`src/hw/sae_defs.svh`:
```
//==============================================================
// Overview of operation
// - one external input places the access gating in secure mode.
// - in secure mode arrays are secure; direct and high page registers are not.
// - program reads tag fetched bytes secure or non-secure by memory class.
// - secure data read returns zero for non-secure instruction or debug access.
// - secure data write suppressed for non-secure instruction or debug access.
// - stacking writes during interrupt entry are never blocked.
// - a secure-tagged instruction may access secure and non-secure memory.
// - debug accesses to non-secure memory are always allowed.
// - security input low means every access is allowed.
// - program and vector reads of secure arrays always allowed.
// - decoder knows 254 single-byte and 47 prefixed opcodes, 301 total.
// - any reset abandons the current operation at once.
// - reset ends only when source check is done and pin released.
// - after reset fetch vector high then low from top, fill queue, six cycles.
// - interrupt entry starts only at an instruction boundary.
// - vector is that of highest-priority pending request at entry start.
// - push pc low, pc high, index low, accumulator, condition codes in order.
// - after stacking set mask, fetch vector high, low, one idle cycle.
// - fetch three program bytes at the vector to fill the queue.
// - index high byte is never pushed by entry.
// - software trap runs the same entry and ignores the mask.
// - mask set blocks maskable entry; software may clear it.
`ifndef SAE_DEFS_SVH
`define SAE_DEFS_SVH

//==============================================================
// vectors, sequence lengths and opcode counts
`define SAE_RESET_VEC     16'hFFFE
`define SAE_TRAP_VEC      16'hFFFC
`define SAE_STACK_BYTES   3'h5
`define SAE_FILL_BYTES    3'h3
`define SAE_OP_SINGLE     254
`define SAE_OP_PREFIX     47
`define SAE_OP_TOTAL      301

//==============================================================
// register regions (non-secure)
`define SAE_DP_REG_LO     16'h0000
`define SAE_DP_REG_HI     16'h007F
`define SAE_HP_REG_LO     16'h1800
`define SAE_HP_REG_HI     16'h18FF

`endif

```
`src/hw/sae_pkg.sv`:
```
package sae_pkg;

	typedef enum logic [1:0] {
		ACC_PROG,
		ACC_DATA,
		ACC_VECT,
		ACC_STACK
	} sae_kind_type;

	typedef struct packed {
		logic         valid;
		logic         opfetch;
		sae_kind_type kind;
		logic         debug;
		logic         we;
		logic [15:0]  addr;
		logic [7:0]   wdata;
	} sae_req_type;

	typedef struct packed {
		logic        valid;
		logic        we;
		logic [15:0] addr;
		logic [7:0]  wdata;
	} sae_mem_type;

	typedef struct packed {
		logic       valid;
		logic [7:0] data;
		logic       tag;
		logic       blocked;
	} sae_rsp_type;

	typedef struct packed {
		logic [15:0] pc;
		logic [7:0]  x;
		logic [7:0]  a;
		logic [7:0]  condition_code_register;
	} sae_regs_type;

	typedef enum logic [2:0] {
		SQ_WAIT_RST,
		SQ_IDLE,
		SQ_STACK,
		SQ_VEC_HI,
		SQ_VEC_LO,
		SQ_FREE,
		SQ_FILL
	} sae_seq_type;

endpackage

```
`src/hw/sae_gate.sv`:
```
`timescale 1ns/1ps
`default_nettype none
`include "sae_defs.svh"

module sae_gate
	import sae_pkg::*;
(
	// mode and tag
	input  wire logic        secure_i,
	input  wire logic        cur_tag_i,
	// access under test
	input  wire sae_req_type req_i,
	// verdict
	output logic             is_secure_o,
	output logic             rd_ok_o,
	output logic             wr_ok_o
);

	function automatic logic is_register(input logic [15:0] addr);
		return (addr >= `SAE_DP_REG_LO && addr <= `SAE_DP_REG_HI) ||
		       (addr >= `SAE_HP_REG_LO && addr <= `SAE_HP_REG_HI);
	endfunction

	logic trusted;

	always_comb begin
		is_secure_o = secure_i && !is_register(req_i.addr);
		trusted     = cur_tag_i && !req_i.debug;
		rd_ok_o     = !is_secure_o || req_i.kind == ACC_PROG ||
		              req_i.kind == ACC_VECT || trusted;
		wr_ok_o     = !is_secure_o || req_i.kind == ACC_STACK || trusted;
	end

endmodule
`default_nettype wire

```
`src/hw/sae_core.sv`:
```
`timescale 1ns/1ps
`default_nettype none
`include "sae_defs.svh"

module sae_core
	import sae_pkg::*;
#(
	parameter logic [15:0] TRAP_VEC = `SAE_TRAP_VEC
)
(
	// clock and reset
	input  wire logic         clk_i,
	input  wire logic         rst_n_i,
	// pins from outside the clock domain
	input  wire logic         secure_i,
	input  wire logic         src_check_done_i,
	input  wire logic         reset_pin_n_i,
	// execution core
	input  wire sae_req_type  core_req_i,
	input  wire logic         boundary_i,
	input  wire logic         irq_i,
	input  wire logic [15:0]  irq_vector_i,
	input  wire logic         trap_i,
	input  wire logic         mask_clear_i,
	input  wire sae_regs_type regs_i,
	input  wire logic [15:0]  sp_i,
	output sae_rsp_type       core_rsp_o,
	output logic              busy_o,
	output logic              imask_o,
	output logic              cur_tag_o,
	output logic              seq_done_o,
	output logic [15:0]       new_pc_o,
	// memory side
	output sae_mem_type       mem_req_o,
	input  wire logic [7:0]   mem_rdata_i
);

	//==============================================================
	// elaboration checks
	if (`SAE_OP_SINGLE + `SAE_OP_PREFIX != `SAE_OP_TOTAL) begin : g_opchk
		$error("opcode count mismatch");
	end
	if (TRAP_VEC[0] != 1'b0) begin : g_vecchk
		$error("trap vector must be even");
	end

	//==============================================================
	// state
	typedef struct packed {
		logic [1:0]   sec_sync;
		logic [1:0]   chk_sync;
		logic [1:0]   pin_sync;
		sae_seq_type  st;
		logic [2:0]   cnt;
		logic [15:0]  vec_addr;
		logic [15:0]  vec;
		logic [15:0]  sp;
		sae_regs_type saved;
		logic         imask;
		logic         cur_tag;
		logic         stg_valid;
		logic         stg_deliver;
		logic         stg_opfetch;
		logic         stg_sec;
		logic         stg_rd_ok;
		sae_mem_type  mem;
		sae_rsp_type  rsp;
		logic         busy;
		logic         done;
		logic [15:0]  new_pc;
	} sae_state_type;

	sae_state_type s;
	sae_state_type next_s;
	sae_req_type   sel;
	logic          is_sec;
	logic          rd_ok;
	logic          wr_ok;
	logic          entry;
	logic [7:0]    rdata;

	sae_gate u_gate (
		.secure_i    (s.sec_sync[1]),
		.cur_tag_i   (s.cur_tag),
		.req_i       (sel),
		.is_secure_o (is_sec),
		.rd_ok_o     (rd_ok),
		.wr_ok_o     (wr_ok)
	);

	//==============================================================
	// next state
	always_comb begin
		next_s = s;
		next_s.done = 1'b0;
		next_s.rsp.valid = 1'b0;
		next_s.sec_sync = {s.sec_sync[0], secure_i};
		next_s.chk_sync = {s.chk_sync[0], src_check_done_i};
		next_s.pin_sync = {s.pin_sync[0], reset_pin_n_i};

		// entry only between instructions; trap ignores the mask
		entry = s.st == SQ_IDLE && boundary_i &&
		        (trap_i || (irq_i && !s.imask));

		// read data of the access issued last cycle; memory answers combinationally
		rdata = s.stg_rd_ok ? mem_rdata_i : 8'h00;

		sel = '0;
		unique case (s.st)
			SQ_WAIT_RST: begin
				// hold until the source check is over and the pin is released
				if (s.chk_sync[1] && s.pin_sync[1]) begin
					next_s.vec_addr = `SAE_RESET_VEC;
					next_s.st = SQ_VEC_HI;
				end
			end
			SQ_IDLE: begin
				if (entry) begin
					next_s.vec_addr = trap_i ? TRAP_VEC : irq_vector_i;
					next_s.saved = regs_i;
					next_s.sp = sp_i;
					next_s.cnt = 3'h0;
					next_s.st = SQ_STACK;
				end else begin
					sel = core_req_i;
				end
			end
			SQ_STACK: begin
				sel.valid = 1'b1;
				sel.kind = ACC_STACK;
				sel.we = 1'b1;
				sel.addr = 16'(s.sp - {13'h0000, s.cnt});
				// index high byte is left to the handler
				unique case (s.cnt)
					3'h0: sel.wdata = s.saved.pc[7:0];
					3'h1: sel.wdata = s.saved.pc[15:8];
					3'h2: sel.wdata = s.saved.x;
					3'h3: sel.wdata = s.saved.a;
					default: sel.wdata = s.saved.condition_code_register;
				endcase
				next_s.cnt = 3'(s.cnt + 3'h1);
				if (s.cnt == `SAE_STACK_BYTES - 3'h1) begin
					next_s.st = SQ_VEC_HI;
				end
			end
			SQ_VEC_HI: begin
				sel.valid = 1'b1;
				sel.kind = ACC_VECT;
				sel.addr = s.vec_addr;
				next_s.st = SQ_VEC_LO;
			end
			SQ_VEC_LO: begin
				sel.valid = 1'b1;
				sel.kind = ACC_VECT;
				sel.addr = 16'(s.vec_addr + 16'h0001);
				next_s.vec[15:8] = rdata;
				next_s.st = SQ_FREE;
			end
			SQ_FREE: begin
				// idle bus cycle, lets the low vector byte settle
				next_s.vec[7:0] = rdata;
				next_s.cnt = 3'h0;
				next_s.st = SQ_FILL;
			end
			SQ_FILL: begin
				sel.valid = 1'b1;
				sel.kind = ACC_PROG;
				sel.opfetch = s.cnt == 3'h0;
				sel.addr = 16'(s.vec + {13'h0000, s.cnt});
				next_s.cnt = 3'(s.cnt + 3'h1);
				if (s.cnt == `SAE_FILL_BYTES - 3'h1) begin
					next_s.st = SQ_IDLE;
					next_s.done = 1'b1;
					next_s.new_pc = 16'(s.vec + 16'h0003);
				end
			end
		endcase

		// mask: set after stacking wins over a software clear
		if (s.st == SQ_STACK && s.cnt == `SAE_STACK_BYTES - 3'h1) begin
			next_s.imask = 1'b1;
		end else if (mask_clear_i) begin
			next_s.imask = 1'b0;
		end

		// gated access to memory; a blocked write never reaches the array
		next_s.mem.valid = sel.valid && (!sel.we || wr_ok);
		next_s.mem.we = sel.we;
		next_s.mem.addr = sel.addr;
		next_s.mem.wdata = sel.wdata;
		next_s.stg_valid = sel.valid && !sel.we;
		next_s.stg_deliver = sel.valid && !sel.we && sel.kind != ACC_VECT;
		next_s.stg_opfetch = sel.valid && sel.opfetch && sel.kind == ACC_PROG;
		next_s.stg_sec = is_sec;
		next_s.stg_rd_ok = rd_ok;

		// answer to the core
		if (s.stg_valid && s.stg_deliver) begin
			next_s.rsp.valid = 1'b1;
			next_s.rsp.data = rdata;
			next_s.rsp.tag = s.stg_sec;
			next_s.rsp.blocked = !s.stg_rd_ok;
		end
		if (s.stg_valid && s.stg_opfetch) begin
			next_s.cur_tag = s.stg_sec;
		end
		if (s.st == SQ_IDLE && !entry && sel.valid && sel.we && !wr_ok) begin
			next_s.rsp.valid = 1'b1;
			next_s.rsp.data = 8'h00;
			next_s.rsp.tag = s.cur_tag;
			next_s.rsp.blocked = 1'b1;
		end

		next_s.busy = next_s.st != SQ_IDLE;
	end

	//==============================================================
	// registers; reset drops any sequence in progress
	always_ff @(posedge clk_i or negedge rst_n_i) begin
		if (!rst_n_i) begin
			s <= '0;
			s.st <= SQ_WAIT_RST;
			s.imask <= 1'b1;
			s.busy <= 1'b1;
		end else begin
			s <= next_s;
		end
	end

	assign core_rsp_o = s.rsp;
	assign busy_o     = s.busy;
	assign imask_o    = s.imask;
	assign cur_tag_o  = s.cur_tag;
	assign seq_done_o = s.done;
	assign new_pc_o   = s.new_pc;
	assign mem_req_o  = s.mem;

	logic [15:0] ent_vec;
	assign ent_vec = trap_i ? TRAP_VEC : irq_vector_i;
endmodule
`default_nettype wire

```
`config.mk`:
```
export PLATFORM = sky130hd
export DESIGN_NAME = sae_core
export DESIGN_NICKNAME = d
export VERILOG_FILES = /design/src/hw/sae_pkg.sv /design/src/hw/sae_gate.sv /design/src/hw/sae_core.sv
export VERILOG_INCLUDE_DIRS = /design/src /design/src/hw
export SDC_FILE = /design/constraint.sdc
export NUM_CORES = 1
export LEC_CHECK = 0
export BUFFER_PORTS_ARGS = -buffer_cell sky130_fd_sc_hd__buf_2
export CAP_MARGIN = 20
export CORE_MARGIN = 2
export CORE_UTILIZATION = 30
export CTS_BUF_LIST = sky130_fd_sc_hd__clkbuf_8
export CTS_CLUSTER_DIAMETER = 80
export CTS_CLUSTER_SIZE = 40
export DETAILED_ROUTE_END_ITERATION = 6
export RECOVER_POWER = 50
export SLEW_MARGIN = 30
export SYNTH_ARGS = -nofsm -noshare
export SYNTH_HDL_FRONTEND = slang
export SYNTH_SLANG_ARGS = --single-unit
```
`constraint.sdc`:
```
create_clock -name clk_i -period 4.2 [get_ports clk_i]
set_input_delay 0.21 -clock clk_i [delete_from_list [all_inputs] [get_ports clk_i]]
set_output_delay 0.21 -clock clk_i [all_outputs]
set_load 0.005 [all_outputs]
```
==> results of run 1 <==
## Yosys cell counts, drive strengths merged, types with 12 or more instances
cell type	n	area [sq um]
nor2	65	246
ha	13	163
xnor2	18	158
xor2	27	236
o21ai	74	370
buf	62	438
mux2	59	668
nand3	12	60.1
nand4	12	75.1
clkbuf	40	151
a22oi	15	113
inv	18	67.6
nor3	19	95.1
dfrtp	160	4000
nand2	95	359
a21oi	28	140
## cell type report
cell class / count / share of cell area, %
Antenna cell: 4 / 0.0973
Inverter: 18 / 0.656
Clock inverter: 14 / 1.50
Multi-Input combinational cell: 552 / 35.4
Clock buffer: 17 / 2.27
Tap cell: 378 / 4.60
Sequential cell: 162 / 39.4
Timing Repair Buffer: 259 / 16.1
## worst paths after layout
kind                                   to  slack (ns)  cells past startpoint
max in group asynchronous          s[102]        1.16                      2
min                                s[145]        0.03                      3
max                         core_rsp_o[1]        0.49                     11
min in group asynchronous  core_rsp_o[10]        1.38                      2
min reg2reg                        s[161]        0.36                      0
max reg2reg                 core_rsp_o[1]        0.49                     11
## tightest hold or removal path, stage by stage
cell	delay [ns]
buf_2	0.07
nor2_1	0.04
a21oi_1	0.12
## kinds of logic after synthesis
family / Yosys count
xor gates and xnor gates: 45
and+or+nand+nor: 254
adders and majority gates: 15
DFF: 162
buffers and inverters: 120
muxes: 61
AOI/OAI and AO/OA: 177
## placed cells by master (no fill, tap or decap), types with 17 or more instances in the layout
master / synthesis / layout
a21oi_1: 28 / 28
buf_2: 5 / 137
clkbuf_1: 39 / 37
clkbuf_8: 0 / 17
dfrtp_1: 160 / 160
dlygate4sd3_1: 0 / 73
inv_1: 18 / 19
mux2_2: 58 / 58
nand2_1: 94 / 92
nor2_1: 64 / 64
nor3_1: 19 / 17
o21ai_0: 73 / 73
xnor2_1: 18 / 18
xor2_1: 27 / 27
## stage by stage
step	instances	setup slack, ns
floorplan	834	0.808
global placement	1296	0.558
detailed placement	1296	0.516
CTS	1400	0.491
global route	1404	0.300
finish	1404	0.494
## where the power goes
group | internal, W | total (W) | switching, W | leakage [nW]
Combinational | 0.00133 | 0.00297 | 0.00163 | 2.38
Sequential | 0.00225 | 0.00293 | 0.000682 | 1.95
Clock | 0.000489 | 0.00114 | 0.000652 | 0.194
Total | 0.00407 | 0.00704 | 0.00297 | 4.52
## layer usage
metal | wire [um] | track usage [%] | part of all wire [%]
met1 | 11300 | 23.8 | 46
met2 | 11200 | 26.5 | 46
met3 | 1450 | 3.12 | 5.9
met4 | 576 | 5.65 | 2.3
met5 | 0 | 0 | 0
## sequential cells by signal, indices dropped and copies added, names as in the netlist
name	count
s	102
mem_req_o	26
new_pc_o	16
core_rsp_o	11
next_s	3
busy_o	1
cur_tag_o	1
imask_o	1
seq_done_o	1
## repair_timing
item,in CTS,in global routing
resized for setup,0,0
endpoints found under the hold margin,137,0
setup buffers,0,0
hold buffers,73,0
==> results.sh, run 1 <==
export IMPL_status="finished with violations"
export IMPL_violations="max-capacitance violations, max-slew violations"
export IMPL_routed_via_density=4.85
export IMPL_dieHeight_um=171
export IMPL_nets=1144
export IMPL_powerDensity_nw_per_um2=684
export IMPL_multi_input_area_sq_um=3640
export IMPL_wirelength_um=24500
export IMPL_worstSetupPathType="flop to flop"
export IMPL_dieArea_sq_um=29100
export IMPL_routedWlPerCell_um=17.5
export IMPL_synthArstFlopShare_pct=100
export IMPL_finalCritPeriodShare_pct=88.2
export IMPL_gp_congestion=0.855
export IMPL_slew_headroom_pct=-93.7
export IMPL_cts_made_buffers=17
export IMPL_rsz0062_at_grt="false"
export IMPL_synth_edf_count=0
export IMPL_synth_seq_cells=162
export IMPL_grt_pass1_wl_um=37700
export IMPL_fp_coreArea_sq_um=27600
export IMPL_synth_fp_nets=968
export IMPL_period_minus_slack_ns=3.71
export IMPL_die_x_um=171
export IMPL_crit_chain="ha_1 > fa_1 > nor2b_1 > nand4b_1 > or3_1 > a21oi_1 > or4b_4 > or4_4 > a2111oi_4 > nor2_2 > mux2_4"
export IMPL_root_buffer="clkbuf_8"
export IMPL_cts_sinks=162
export IMPL_firstDrtPassIters=5
export IMPL_whs_ns=0.0278
export IMPL_synth_fa_ha_area_share_pct=2.43
export IMPL_initial_utilization_pct=30.3
export IMPL_setup_viol=0
export IMPL_synth_cells=834
export IMPL_rows=61
export IMPL_dp_hpwl_um=18000
export IMPL_hold_path_class="input port to flop"
export IMPL_syn_to_final_growth_pct=23.5
export IMPL_h_tree_depth=4
export IMPL_synth_top_family_by_area="simple AND/OR/NAND/NOR gates"
export IMPL_ys_seq_area_share_pct=48.7
export IMPL_synth_xor_area_share_pct=4.73
export IMPL_synth_mux_area_share_pct=8.25
export IMPL_worstMarginPinSlew_ns=2.91
export IMPL_max_freq_mhz=270
export IMPL_yosysUniqueCellTypes=64
export IMPL_cts_tree="built"
export IMPL_synth_compound_area_share_pct=13.7
export IMPL_critPathTopFamily="simple AND/OR/NAND/NOR gates"
export IMPL_vias=6811
export IMPL_critPathLaunch="s[150]"
export IMPL_place_area_sq_um=9210
export IMPL_cp_data_required_time_ns=4.55
export IMPL_finish_utilization_pct=37.4
export IMPL_arrival_ns=4.05
export IMPL_port_buffers=175
export IMPL_grt_antenna_before_repair=4
export IMPL_drive_above_1_share_pct=24.5
export IMPL_clk_pin_slew_ns=0.11
export IMPL_reg2reg_from="s[150]"
export IMPL_grt_max_degree=98
export IMPL_grt_overflow_total=0
export IMPL_drv_cap=1
export IMPL_crit_path_max_incr_delay_ns=0.56
export IMPL_p_leak_nw=4.52
export IMPL_syn_area_sq_um=8340
export IMPL_final_hold_viol_count=0
export IMPL_clockBufferDepth=2
export IMPL_crit_path_start_kind="flop"
export IMPL_finalPower_w=0.00704
export IMPL_synth_area_per_cell_sq_um=10.0
export IMPL_first_iter_violations=532
export IMPL_fin_area_sq_um=10300
export IMPL_synth_top_flop_cell="dfrtp_1"
export IMPL_clock_latency_ns=0.46
export IMPL_slew_violations=66
export IMPL_hp_start="irq_vector_i[11]"
export IMPL_seq_area_sq_um=4060
export IMPL_io_pins=176
export IMPL_crit_fanout=10
export IMPL_drcViolationCount=0
export IMPL_ant_nets=0
export IMPL_fill_cells=2799
export IMPL_final_setup_tns_ns=0
export IMPL_cp_num_buf_inv=0
export IMPL_track_usage_pct=17.0
export IMPL_grt_pass1_vias=6566
export IMPL_yosysWarnings=0
export IMPL_worstSetupEndpointType="flop"
export IMPL_ir_worst_vdd_v=0.000245
export IMPL_critPathSlowestCell="or4b_4"
export IMPL_skew_ns=0.0190
export IMPL_yosys_area_share_simple_pct=14.4
Note: power is estimated with default switching activity, not from simulation.
==> inputs of run 2 (changes only) <==
Settings changed: CORE_UTILIZATION 30 to 40.
==> results.sh, run 2 (synthesized netlist as in run 1, its figures left out) <==
export IMPL_status="finished with violations"
export IMPL_violations="design-rule violations, max-capacitance violations, max-slew violations"
export IMPL_worstMarginPinSlew_ns=1.94
export IMPL_critPathSlowestCell="or4b_4"
export IMPL_grt_antenna_before_repair=0
export IMPL_initial_utilization_pct=40.9
export IMPL_power_internal_w=0.00409
export IMPL_clk_pin_slew_ns=0.09
export IMPL_rsz0062_at_grt="false"
export IMPL_skew_ns=0.0106
export IMPL_crit_path_start_kind="flop"
export IMPL_ir_worst_vdd_v=0.000246
export IMPL_regMostFlops="s"
export IMPL_p_clk_share_pct=16.0
export IMPL_final_cell_mix="160 x dfrtp_1, 145 x buf_2, 92 x nand2_1"
export IMPL_crit_chain="ha_1 > fa_1 > a21oi_1 > nor4b_2 > nor2_1 > a21oi_1 > or4b_4 > or4_4 > a2111oi_4 > nor2_2 > mux2_4"
export IMPL_dieArea_sq_um=22000
export IMPL_gp_congestion=0.855
export IMPL_first_iter_violations=484
export IMPL_track_usage_pct=21.5
export IMPL_clock_latency_ns=0.47
export IMPL_drive_above_1_share_pct=25.1
export IMPL_io_pins=176
export IMPL_critPathLaunch="s[150]"
export IMPL_nets=1151
export IMPL_crit_path_max_incr_delay_ns=0.50
export IMPL_max_freq_mhz=267
export IMPL_syn_to_final_growth_pct=22.7
export IMPL_routedWlPerCell_um=17.9
export IMPL_pwr_share_seq_pct=41.6
export IMPL_h_tree_depth=4
export IMPL_slew_headroom_pct=-29.5
export IMPL_final_hold_viol_count=0
export IMPL_largest_reg_flops=102
export IMPL_drv_cap=1
export IMPL_fp_coreArea_sq_um=20400
export IMPL_powerDensity_nw_per_um2=685
export IMPL_p_leak_nw=4.57
export IMPL_switchingPower_w=0.00292
export IMPL_hp_start="irq_vector_i[9]"
export IMPL_port_buffers=175
export IMPL_wirelength_um=23300
export IMPL_grt_pass1_vias=6565
export IMPL_slew_violations=78
export IMPL_die_x_um=148
export IMPL_cts_resized=0
export IMPL_cts_tree="built"
export IMPL_worstSetupEndpointType="flop"
export IMPL_cts_sinks=162
export IMPL_layout_commonest_cell="dfrtp_1"
export IMPL_pwr_share_comb_pct=42.4
export IMPL_worstSetupPathType="flop to flop"
export IMPL_fin_area_sq_um=10200
export IMPL_final_setup_tns_ns=0
export IMPL_firstDrtPassIters=7
export IMPL_diodes=0
export IMPL_finalCritPeriodShare_pct=89.3
export IMPL_sw_frac_of_total_pct=41.6
export IMPL_hold_path_class="input port to flop"
export IMPL_rows=52
export IMPL_root_buffer="clkbuf_8"
export IMPL_period_minus_slack_ns=3.75
export IMPL_arrival_ns=4.11
export IMPL_dieHeight_um=148
export IMPL_grt_pass1_wl_um=36300
export IMPL_clockBufferDepth=2
export IMPL_reg2reg_from="s[150]"
export IMPL_routed_via_density=5.19
export IMPL_finish_utilization_pct=50.2
export IMPL_setup_viol=0
export IMPL_place_area_sq_um=9060
export IMPL_crit_fanout=10
export IMPL_drcViolationCount=1
export IMPL_dp_hpwl_um=16800
export IMPL_cp_data_required_time_ns=4.56
export IMPL_ant_nets=0
export IMPL_cts_made_buffers=17
export IMPL_vias=6747
export IMPL_grt_overflow_total=0
export IMPL_grt_max_degree=86
export IMPL_crit_top_cell="a21oi_1"
run 2: cell types whose count changed in the layout (fill, tap and decap cells not counted), sizes merged:
cell | previous run | this run
diode | 4 | 0
dlygate4sd3 | 73 | 82
dlygate4sd2 | 1 | 0
clkbuf | 54 | 49
clkinvlp | 2 | 4
buf | 148 | 154
clkinv | 5 | 4
inv | 24 | 22
run 2: routing by layer:
metal / track usage, % / routed length (um)
met5: 0 / 0
met4: 6.24 / 395
met3: 3.59 / 1100
met2: 34.7 / 11000
met1: 30.1 / 10700
run 2: path summary, 6_finish.rpt:
| check | end | slack, ns | depth (start not counted) |
|---|---|---|---|
| worst max-delay path | core_rsp_o[1] | 0.45 | 11 |
| worst min-delay path | s[143] | 0.02 | 3 |
| worst max register to register | core_rsp_o[1] | 0.45 | 11 |
| worst min register to register | s[157] | 0.36 | 0 |
| max in group asynchronous | imask_o | 2.09 | 3 |
| min in group asynchronous | core_rsp_o[8] | 0.82 | 2 |
run 2: final cells by class:
cell class	instances	area, sq um
fillers	1929	10100
inverters	18	67.6
repair buffers	266	1740
flip-flops and latches	162	4060
multi-input cells	552	3640
well taps	270	338
clock inverters	13	125
clock buffers	19	262
run 2: per-stage QoR:
stage          hold WS (ns)  instances  setup WS (ns)  total power [W]
3_5_place_dp          0.298       1186          0.494          0.00586
5_1_grt              0.0214       1300          0.307          0.00753
6_report             0.0238       1300          0.450          0.00701
3_3_place_gp          0.292       1186          0.561          0.00579
2_1_floorplan       -0.0856        834          0.808          0.00505
4_1_cts             0.00106       1300          0.490          0.00705
run 2: timing repair:
action	CTS	global route
hold buffers	82	0
buffers inserted	0	0
endpoints found under the hold margin	158	0
run 2: power groups by stage:
stage               clock (W)  sequential, W  combinational, W
floorplan                   0        0.00261           0.00244
global placement            0        0.00291           0.00288
detailed placement          0        0.00294           0.00292
CTS                   0.00116        0.00291           0.00299
global route          0.00121        0.00302           0.00330
finish                0.00112        0.00292           0.00297
run 2: critical path, delay by kind of cell (launching register included):
| family | cells | cell delay, ns |
|---|---|---|
| simple gates | 5 | 1.44 |
| compound gates | 3 | 0.71 |
| fa+ha+maj | 2 | 0.68 |
| flops | 1 | 0.49 |
| mux | 1 | 0.32 |
